**config.mk**
```make
export PLATFORM = sky130hd
export DESIGN_NAME = cmc_ctrl
export DESIGN_NICKNAME = d
export VERILOG_FILES = /design/src/shared/cmc_pkg.sv /design/src/hw/cmc_sync.sv /design/src/hw/cmc_ctrl.sv
export SDC_FILE = /design/constraint.sdc
export NUM_CORES = 1
export LEC_CHECK = 0
export ABC_AREA = 1
export BUFFER_PORTS_ARGS = -buffer_cell sky130_fd_sc_hd__buf_4
export CORE_ASPECT_RATIO = 0.7
export CORE_UTILIZATION = 40
export CTS_BUF_LIST = sky130_fd_sc_hd__clkbuf_4 sky130_fd_sc_hd__clkbuf_8
export CTS_CLUSTER_SIZE = 30
export DETAILED_ROUTE_END_ITERATION = 10
export PLACE_DENSITY = 0.69
export SETUP_SLACK_MARGIN = 0.05
export SYNTH_ARGS = -nofsm -noshare
export SYNTH_HDL_FRONTEND = slang
export SYNTH_SLANG_ARGS = --single-unit
```
**constraint.sdc**
```tcl
create_clock -name mclk_in -period 5.3 [get_ports mclk_in]
set_input_delay 1.06 -clock mclk_in [delete_from_list [all_inputs] [get_ports mclk_in]]
set_output_delay 1.06 -clock mclk_in [all_outputs]
set_load 0.02 [all_outputs]
```
**src/shared/cmc_pkg.sv**
```systemverilog
// cmc_pkg: constants, states and pin carrier for the card mode control block
// assumes a single 10 MHz core clock; all times are converted here
package cmc_pkg;

  // core clock rate and synchroniser depth
  localparam int CLK_HZ = 10_000_000;
  localparam int SYNC_STAGES = 3;

  // cycles allowed for pin synchronisers to settle before strapping
  localparam int STRAP_CYC = 4;
  // strap is taken on the last count, once the pin filter has settled
  localparam logic [2:0] STRAP_LAST = 3'(STRAP_CYC);

  // status change pulse: least low time, rounded up to whole cycles
  localparam int STS_PULSE_NS = 1000;
  localparam int STS_PULSE_CYC_I =
    (STS_PULSE_NS * (CLK_HZ / 1_000_000) + 999) / 1000;
  localparam logic [3:0] STS_PULSE_CYC = 4'(STS_PULSE_CYC_I);

  // value of every filtered pin while reset is applied (idle levels)
  localparam logic [7:0] PIN_RST = 8'hFF;

  // sequence state, one-hot
  typedef enum logic [3:0] {
    ST_STRAP = 4'h1,
    ST_INIT  = 4'h2,
    ST_HOLD  = 4'h4,
    ST_RUN   = 4'h8
  } cmc_state_t;

  // host-side control pins after synchronising and filtering
  typedef struct packed {
    logic oe_n;     // output enable strap, low selects ide mode
    logic csel_n;   // cable select, low = master
    logic reg_n;    // attribute space select
    logic ce1_n;    // card enable, even byte
    logic ce2_n;    // card enable, odd byte
    logic iord_n;   // i/o read strobe
    logic rst_lvl;  // reset pin level, meaning depends on mode
    logic pdiag_n;  // pass diagnostic line level
  } cmc_pins_t;

endpackage : cmc_pkg

```
**src/hw/cmc_sync.sv**
```systemverilog
// cmc_sync: three-stage synchroniser bank for asynchronous pins
// assumes reset already synchronised to clk_in; exposes stages two and three
`timescale 1ns/10ps
module cmc_sync #(
  parameter int WIDTH = 8,
  parameter logic [WIDTH-1:0] RST_VAL = '1
) (
  input wire logic clk_in,              // core clock
  input wire logic rst_n_in,            // synchronised reset, active low
  input wire logic [WIDTH-1:0] d_in,    // raw pin levels
  output logic [WIDTH-1:0] s2_out,      // second stage
  output logic [WIDTH-1:0] s3_out       // third stage
);

  // refuse a degenerate bank
  if (WIDTH < 1) begin : g_chk
    $error("cmc_sync: WIDTH must be at least 1");
  end

  // one three-flop chain per bit; first stage feeds only the second
  for (genvar i = 0; i < WIDTH; i++) begin : g_bit
    logic s1_r;
    logic s2_r;
    logic s3_r;
    always_ff @(posedge clk_in or negedge rst_n_in) begin
      if (!rst_n_in) begin
        s1_r <= RST_VAL[i];
        s2_r <= RST_VAL[i];
        s3_r <= RST_VAL[i];
      end else begin
        s1_r <= d_in[i];
        s2_r <= s1_r;
        s3_r <= s2_r;
      end
    end
    assign s2_out[i] = s2_r;
    assign s3_out[i] = s3_r;
  end

endmodule : cmc_sync

```
**src/hw/cmc_ctrl.sv**
```systemverilog
// cmc_ctrl: mode-dependent control and status pins of the card interface
// assumes host pins are asynchronous; config and init inputs share mclk_in
`timescale 1ns/10ps
module cmc_ctrl
  import cmc_pkg::*;
(
  input wire logic mclk_in,         // 10 MHz core clock
  input wire logic resetn_in,       // power-up reset, active low, async
  input wire logic oe_n_in,         // output enable pin, strap
  input wire logic csel_n_in,       // cable select pin
  input wire logic reg_n_in,        // attribute select pin
  input wire logic ce1_n_in,        // card enable 1 pin
  input wire logic ce2_n_in,        // card enable 2 pin
  input wire logic iord_n_in,       // i/o read pin
  input wire logic rst_pin_in,      // reset pin level
  input wire logic pin63_in,        // level seen on shared status pin
  input wire logic io_cfg_in,       // card configured for i/o interface
  input wire logic soft_reset_in,   // soft reset bit from option register
  input wire logic stschg_en_in,    // status change enable from status reg
  input wire logic init_done_in,    // internal initialization finished
  input wire logic rdy_in,          // internal ready state
  input wire logic wp_state_in,     // internal write protect state
  input wire logic addr_hit_in,     // address decodes to a card port
  input wire logic port16_in,       // addressed port accepts 16 bits
  input wire logic pdiag_assert_in, // drive pass diagnostic asserted
  output logic ide_mode_out,        // ide mode strapped
  output logic master_out,          // ide master role
  output logic attr_sel_out,        // attribute space access
  output logic common_sel_out,      // common memory access
  output logic wp_iois16_out,       // write protect / 16-bit indication
  output logic inpack_n_out,        // input acknowledge, active low
  output logic pin63_out,           // shared status pin drive level
  output logic pin63_oe_n_out,      // shared status pin enable, low drives
  output logic pdiag_seen_out,      // partner asserting pass diagnostic
  output logic wait_out,            // wait/ready drive level
  output logic wait_oe_n_out,       // wait/ready enable, low drives
  output logic rdy_bsy_out,         // ready/busy, low while busy
  output logic card_rst_out         // reset to the rest of the card
);

  // reset release through two flops
  logic [1:0] rsync_r;
  logic rst_n;
  always_ff @(posedge mclk_in or negedge resetn_in) begin
    if (!resetn_in) rsync_r <= 2'h0;
    else rsync_r <= {rsync_r[0], 1'b1};
  end
  assign rst_n = rsync_r[1];

  // pin synchronisers and agreement filter
  cmc_pins_t pin_raw, pin_r, pin_nxt;
  logic [7:0] s2, s3;
  assign pin_raw = '{oe_n: oe_n_in, csel_n: csel_n_in, reg_n: reg_n_in,
                     ce1_n: ce1_n_in, ce2_n: ce2_n_in, iord_n: iord_n_in,
                     rst_lvl: rst_pin_in, pdiag_n: pin63_in};
  cmc_sync #(.WIDTH(8), .RST_VAL(PIN_RST)) u_sync (
    .clk_in(mclk_in),
    .rst_n_in(rst_n),
    .d_in(pin_raw),
    .s2_out(s2),
    .s3_out(s3)
  );
  always_comb begin
    pin_nxt = (s2 & s3) | (pin_r & (s2 ^ s3));
  end
  always_ff @(posedge mclk_in or negedge rst_n) begin
    if (!rst_n) pin_r <= PIN_RST;
    else pin_r <= pin_nxt;
  end

  // sequence state: strap, init, pin reset hold, run
  cmc_state_t st_r, st_nxt;
  logic [2:0] cnt_r, cnt_nxt;
  logic ide_r, ide_nxt, master_r, master_nxt, armed_r, armed_nxt;
  logic crst_nxt, hw_rst;
  // pc modes: high resets only once the pin was seen low, ide: active low
  assign hw_rst = ide_r ? !pin_r.rst_lvl
                        : (pin_r.rst_lvl && armed_r);
  always_comb begin
    st_nxt = st_r;
    cnt_nxt = cnt_r;
    ide_nxt = ide_r;
    master_nxt = master_r;
    armed_nxt = armed_r;
    if (st_r != ST_STRAP && !ide_r && !pin_r.rst_lvl) armed_nxt = 1'b1;
    case (st_r)
      ST_STRAP: begin
        cnt_nxt = cnt_r + 3'h1;
        if (cnt_r == STRAP_LAST) begin
          cnt_nxt = 3'h0;
          ide_nxt = !pin_r.oe_n;
          master_nxt = !pin_r.oe_n && !pin_r.csel_n;
          st_nxt = ST_INIT;
        end
      end
      ST_INIT: begin
        if (hw_rst) st_nxt = ST_HOLD;
        else if (init_done_in) st_nxt = ST_RUN;
      end
      ST_HOLD: begin
        if (!hw_rst) st_nxt = ST_STRAP;
      end
      ST_RUN: begin
        if (hw_rst) st_nxt = ST_HOLD;
        else if (soft_reset_in) st_nxt = ST_INIT;
      end
      default: st_nxt = ST_STRAP;
    endcase
    crst_nxt = (st_nxt == ST_STRAP) || (st_nxt == ST_HOLD) ||
               (st_r == ST_RUN && st_nxt == ST_INIT);
  end
  always_ff @(posedge mclk_in or negedge rst_n) begin
    if (!rst_n) begin
      st_r <= ST_STRAP;
      cnt_r <= 3'h0;
      ide_r <= 1'b0;
      master_r <= 1'b0;
      armed_r <= 1'b0;
      card_rst_out <= 1'b1;
    end else begin
      st_r <= st_nxt;
      cnt_r <= cnt_nxt;
      ide_r <= ide_nxt;
      master_r <= master_nxt;
      armed_r <= armed_nxt;
      card_rst_out <= crst_nxt;
    end
  end

  // status change detector and pulse timer
  logic run, mem, io, sel, sts_chg;
  logic [1:0] prev_r, prev_nxt;
  logic [3:0] pcnt_r, pcnt_nxt;
  assign run = (st_r == ST_RUN);
  assign mem = !ide_r && !io_cfg_in && st_r != ST_STRAP;
  assign io = !ide_r && io_cfg_in && run;
  assign sel = !pin_r.ce1_n || !pin_r.ce2_n;
  assign sts_chg = io && stschg_en_in && (prev_r != {rdy_in, wp_state_in});
  always_comb begin
    prev_nxt = {rdy_in, wp_state_in};
    if (sts_chg) pcnt_nxt = STS_PULSE_CYC;
    else if (pcnt_r != 4'h0) pcnt_nxt = pcnt_r - 4'h1;
    else pcnt_nxt = pcnt_r;
  end
  always_ff @(posedge mclk_in or negedge rst_n) begin
    if (!rst_n) begin
      prev_r <= 2'h0;
      pcnt_r <= 4'h0;
    end else begin
      prev_r <= prev_nxt;
      pcnt_r <= pcnt_nxt;
    end
  end

  // registered pin outputs per mode
  logic attr_nxt, common_nxt, wpio_nxt, inpack_nxt, p63_nxt, p63oe_nxt;
  logic pdseen_nxt, rdy_nxt;
  always_comb begin
    // -REG ignored in ide mode, routes space in memory mode
    attr_nxt = mem && run && sel && !pin_r.reg_n;
    common_nxt = mem && run && sel && pin_r.reg_n;
    // host holds -REG low in i/o cycles; acknowledge only a decoded read
    inpack_nxt = !(io && sel && !pin_r.reg_n && !pin_r.iord_n &&
                   addr_hit_in);
    rdy_nxt = run && rdy_in;
    pdseen_nxt = ide_r && !pin_r.pdiag_n;
    wpio_nxt = 1'b1;
    p63_nxt = 1'b1;
    p63oe_nxt = 1'b1;
    if (st_r == ST_STRAP) begin
      p63oe_nxt = 1'b1;
    end else if (ide_r) begin
      p63_nxt = 1'b0;
      p63oe_nxt = !pdiag_assert_in;
    end else if (io_cfg_in) begin
      wpio_nxt = !(run && port16_in && addr_hit_in);
      p63_nxt = (pcnt_r == 4'h0);
      p63oe_nxt = 1'b0;
    end else begin
      wpio_nxt = !run;
      p63_nxt = 1'b1;
      p63oe_nxt = 1'b0;
    end
  end
  always_ff @(posedge mclk_in or negedge rst_n) begin
    if (!rst_n) begin
      attr_sel_out <= 1'b0;
      common_sel_out <= 1'b0;
      wp_iois16_out <= 1'b1;
      inpack_n_out <= 1'b1;
      pin63_out <= 1'b1;
      pin63_oe_n_out <= 1'b1;
      pdiag_seen_out <= 1'b0;
      rdy_bsy_out <= 1'b0;
    end else begin
      attr_sel_out <= attr_nxt;
      common_sel_out <= common_nxt;
      wp_iois16_out <= wpio_nxt;
      inpack_n_out <= inpack_nxt;
      pin63_out <= p63_nxt;
      pin63_oe_n_out <= p63oe_nxt;
      pdiag_seen_out <= pdseen_nxt;
      rdy_bsy_out <= rdy_nxt;
    end
  end

  // strap results and the never-driven wait line
  assign ide_mode_out = ide_r;
  assign master_out = master_r;
  assign wait_out = 1'b1;
  assign wait_oe_n_out = 1'b1;
endmodule : cmc_ctrl

```
### Word-level counts from Yosys, hierarchy flattened

Cells that the tools add are included.

* add/subtract/negate cells: 2
* $mul: 0
* divide/modulo/power cells: 0
* $lt $le $gt $ge: 0
* equal/unequal tests: 10
* shift-type cells: 0
* muxes and demuxes: 19
* bitwise operators: 4
* reduce and logical (&&, ||, !) cells: 44

Operator list (number)
* 4-bit two-way mux: 8
* 1-bit logical AND: 23
* 8-bit bitwise AND: 2
* 4-bit one-hot mux with 4 select lines: 1
* 1-bit logical NOT: 14
* 1-bit two-way mux: 9
* 4-bit by 1-bit equality test with 1-bit output, second input constant: 2
* 4-bit by 2-bit equality test with 1-bit output, second input constant: 2
* 4-bit by 3-bit equality test with 1-bit output, second input constant: 2
* 8-bit bitwise OR: 1
* 8-bit XOR: 1
* 4-bit equality test, second input constant: 1
* 4-bit logical NOT: 1
* 4-bit by 1-bit inequality test with 1-bit output, second input constant: 1
* 4-bit nonzero test: 1
* 4-bit by 1-bit subtractor with 4-bit output, second input constant: 1
* 3-bit by 1-bit adder with 3-bit output, second input constant: 1
* 3-bit equality test, second input constant: 1
* 1-bit logical OR: 3
* 3-bit two-way mux: 1
* 2-bit inequality test: 1
* 2-bit AND reduction: 1
* 2-bit nonzero test: 1

* register bits after elaboration: 59
* bits in latches: 0
* RAM bits: 0
* bits in read-only memories: 0
* bits of input ports: 19
* output and inout port bits: 13
* memories: 0

### Depth between registers and ports, before layout

* word-level depth: 8
* mapped depth: 7

### Hierarchy

A second synthesis with hierarchy kept.

* cells, all modules: 215
* area, all modules: 2413.6 µm²

By module, submodules not included
* cmc_ctrl: times used 1, cells each 175, area an instance 1662.8 µm², seq. area each 893.4 µm²
* cmc_sync: times used 1, cells each 40, area an instance 750.7 µm², seq. area each 630.6 µm²

### Worst setup path before layout

OpenSTA, ideal clock, no wires.

* path kind: register to output
* from: register card_rst_out
* to: output card_rst_out
* arrival time: 554 ps
* path slack: 3686 ps
* cell stages (with the launch flop): 1
* buffers on the path: 0
* path through: dfstp_2

RTL lines
* from (decl): RTL line cmc_ctrl.sv:38 `output logic card_rst_out`
* from (signal assigned): RTL line cmc_ctrl.sv:126 `card_rst_out <= crst_nxt;`

No word-level cell between the ends.

### Worst setup path after layout

* from: register pin63_oe_n_out
* to: output pin63_oe_n_out

RTL lines
* from (decl): RTL line cmc_ctrl.sv:33 `output logic pin63_oe_n_out,`
* from (signal assigned): RTL line cmc_ctrl.sv:201 `pin63_oe_n_out <= p63oe_nxt;`

No word-level cell between the ends.

==> results.py <==
metrics = {
    "final_layout": {
        "finalNetCount": 269,
        "drive_above_1_share_pct": 40.98,
        "areaGrowthSynthToFinish_pct": 22.66,
        "mostFrequentLayoutCell": "dfstp_2",
        "final_cell_mix": "38 x dfstp_2, 34 x nand2_1, 30 x buf_4",
        "n_antenna_cell": 0,
        "fillers": 496,
    },
    "critical_path": {
        "cpPeakStageDelay_ns": 0.52,
        "path_delay_family": "flip-flops",
        "crit_buf_inv": 1,
        "worstPathRequired_ns": 4.24,
        "reg2reg_from": "pcnt_r[0]",
        "crit_path_start": "pin63_oe_n_out",
        "path_cells": "buf_4",
        "path_class": "flip-flop to primary output",
        "crit_slowest_cell": "dfstp_2",
        "start_kind": "flip-flop",
        "cp_max_fo": 1,
        "crit_arrival_ns": 0.98,
        "cp-end-kind": "primary output",
    },
    "global_routing": {
        "globalRouteOverflowTotal": 0,
        "grt_pass1_wl_mm": 6.279,
        "grt_start_max_net_pins": 37,
        "grt_pass1_vias": 1351,
        "track_usage_pct": 14.36,
        "antenna_found_initial": 0,
    },
    "floorplanning": {
        "rows": 22,
        "pin_count": 32,
        "die_x_um": 92.68,
        "core_um2": 5395,
        "die-height_um": 65.48,
        "start_util_pct": 42.67,
        "dieArea_um2": 6068,
    },
    "power": {
        "irDropWorstVdd_v": 0.0002159,
        "powerDensity_nw_per_um2": 472.8,
        "power_leakage_nw": 1.378,
    },
    "sta": {
        "hold_viol_final": 0,
        "finalCritPeriodShare_pct": 38.49,
        "setup_viol_count_final": 0,
        "rsz0062_at_grt": "false",
        "clock_skew_ns": 0.009539,
        "drv_slew": 0,
        "fin_crit_ns": 2.040,
        "fmax_ghz": 0.4902,
        "timing.setup.tns_ns": 0,
        "fin_hold_ws_ns": 0.2159,
    },
    "logic_synthesis": {
        "yosys_warnings": 0,
        "synth.distinct_cells": 27,
        "ys_seq_area_share_pct": 66.20,
        "synth-seq-cells": 59,
        "syn_area_um2": 2302,
        "netlist_instances": 198,
        "syn_area_per_cell_um2": 11.63,
    },
    "clock_network": {
        "post_cts_resized": 0,
        "cts_buffers": 9,
        "clk_latency_ns": 0.33,
        "clock-sinks": 59,
        "htree_levels": 3,
        "clock_path_buffers": 2,
        "ctsHoldBuffers": 0,
        "postCtsSetupBuffers": 0,
        "clk_pin_slew_worst_paths_ns": 0.07,
        "cts_tree": "done",
        "cts_root_buf": "clkbuf_8",
    },
    "detailed_routing": {
        "routed_wirelength_mm": 3.587,
        "vias_per_cell": 4.462,
        "dr.pass1.iters": 4,
        "dr.first_iter.drc_count": 88,
        "drt-wirelength-per-cell_um": 11.35,
        "vias": 1410,
        "drc_errors": 0,
        "drtAntennaViolNets": 0,
    },
    "run_status": {
        "outcome": "finished, final reports clean",
    },
    "placed_design": {
        "port_buffers": 29,
        "dp_hpwl_mm": 2.612,
        "place_congestion": 0.7551,
    },
    "worst_hold_path": {
        "hold_class": "flip-flop to asynchronous set/reset pin",
    },
    "run": {
        "cap_violations": 0,
    },
}
==> kinds of logic (layout without fill, tap and decap cells) <==
family          count (synthesis)  in the layout  synth area share, %
other cells                     1              3               0.1629
simple gates                   85             85                17.72
buf+inv                        21             65                3.750
xor+xnor                        3              3                1.142
compound gates                 18             18                5.054
fa+ha+maj                      11             11                5.978
flops                          59             59                66.20
==> cell usage after synthesis <==
| library cell | instances | area [µm²] |
|---|---|---|
| xor2_1 | 2 | 17.52 |
| nor3b_2 | 1 | 12.51 |
| nor2_1 | 17 | 63.81 |
| buf_4 | 2 | 15.01 |
| or2_2 | 4 | 25.02 |
| dfstp_2 | 38 | 998.5 |
| nand2_2 | 2 | 12.51 |
| nand3_4 | 1 | 17.52 |
| nand3_1 | 18 | 90.09 |
| inv_1 | 16 | 60.06 |
| inv_2 | 3 | 11.26 |
| ha_1 | 11 | 137.6 |
| o21bai_1 | 1 | 7.510 |
| nor2_4 | 2 | 22.52 |
| a21o_1 | 8 | 60.06 |
| o21ai_2 | 1 | 8.760 |
| xnor2_1 | 1 | 8.760 |
| a21oi_1 | 1 | 5.000 |
| nor2_2 | 1 | 6.260 |
| nand2_1 | 34 | 127.6 |
| o21ai_0 | 5 | 25.02 |
| dfrtp_1 | 21 | 525.5 |
| conb_1 | 1 | 3.750 |
| or2_1 | 1 | 6.260 |
| o21ai_1 | 2 | 10.01 |
| nor3_1 | 1 | 5.000 |
| nand4_1 | 3 | 18.77 |
==> stage by stage <==
step                      cells  area (µm²)  total power [mW]  setup slack (ns)  utilization [%]
final                       316        2824             1.335             3.260            52.34
after global routing        316        2824             1.427             3.204            52.34
after CTS                   316        2824             1.355             3.232            52.34
after detailed placement    300        2611            0.9279             3.543            48.40
after global placement      300        2611            0.9144             3.572            48.40
after floorplan             200        2310            0.8285             3.602                -
==> where the power goes <==
part	leakage, nW	switching (mW)	total [mW]	internal [mW]
clock	0.109	0.172	0.416	0.244
sequential	0.659	0.0512	0.596	0.545
combinational	0.610	0.196	0.323	0.127
total	1.38	0.419	1.34	0.916
==> worst paths after layout <==
check,slack [ns],to,depth (start not counted)
max,3.26,pin63_oe_n_out,1
min,0.22,attr_sel_out,0
max reg2reg,4.02,pcnt_r[1],5
min reg2reg,0.22,attr_sel_out,0
max in group asynchronous,4.24,card_rst_out,1
min in group mclk_in,0.35,rsync_r[1],0
==> per-layer routing <==
layer | wire (µm) | up-vias | track usage (%)
met2 | 1470 | 37 | 18.61
met1 | 1857 | 646 | 19.85
met3 | 215 | 6 | 6.597
met4 | 45 | 0 | 7.500
met5 | 0 | - | 0
li1 | - | 721 | -
==> registers in the layout, summed over array words and instances, names as in the netlist, 2 cells and up <==
register,flops
u_sync.g_bit.s2_r,8
cnt_r,3
u_sync.g_bit.s1_r,8
rsync_r,2
u_sync.g_bit.s3_r,8
pin_r,8
prev_r,2
pcnt_r,4
st_r,4
==> layout make-up <==
class / instances / area [µm²] / area share, %
sequential: 59 / 1525 / 54.01
inverter: 19 / 71.32 / 2.525
timing repair buffer: 30 / 225.2 / 7.975
clock buffer: 11 / 151.4 / 5.361
multi-input combinational: 120 / 699.4 / 24.77
clock inverter: 5 / 61.31 / 2.171
tap: 72 / 90.09 / 3.190
Note: power is estimated with default switching activity, not from simulation.
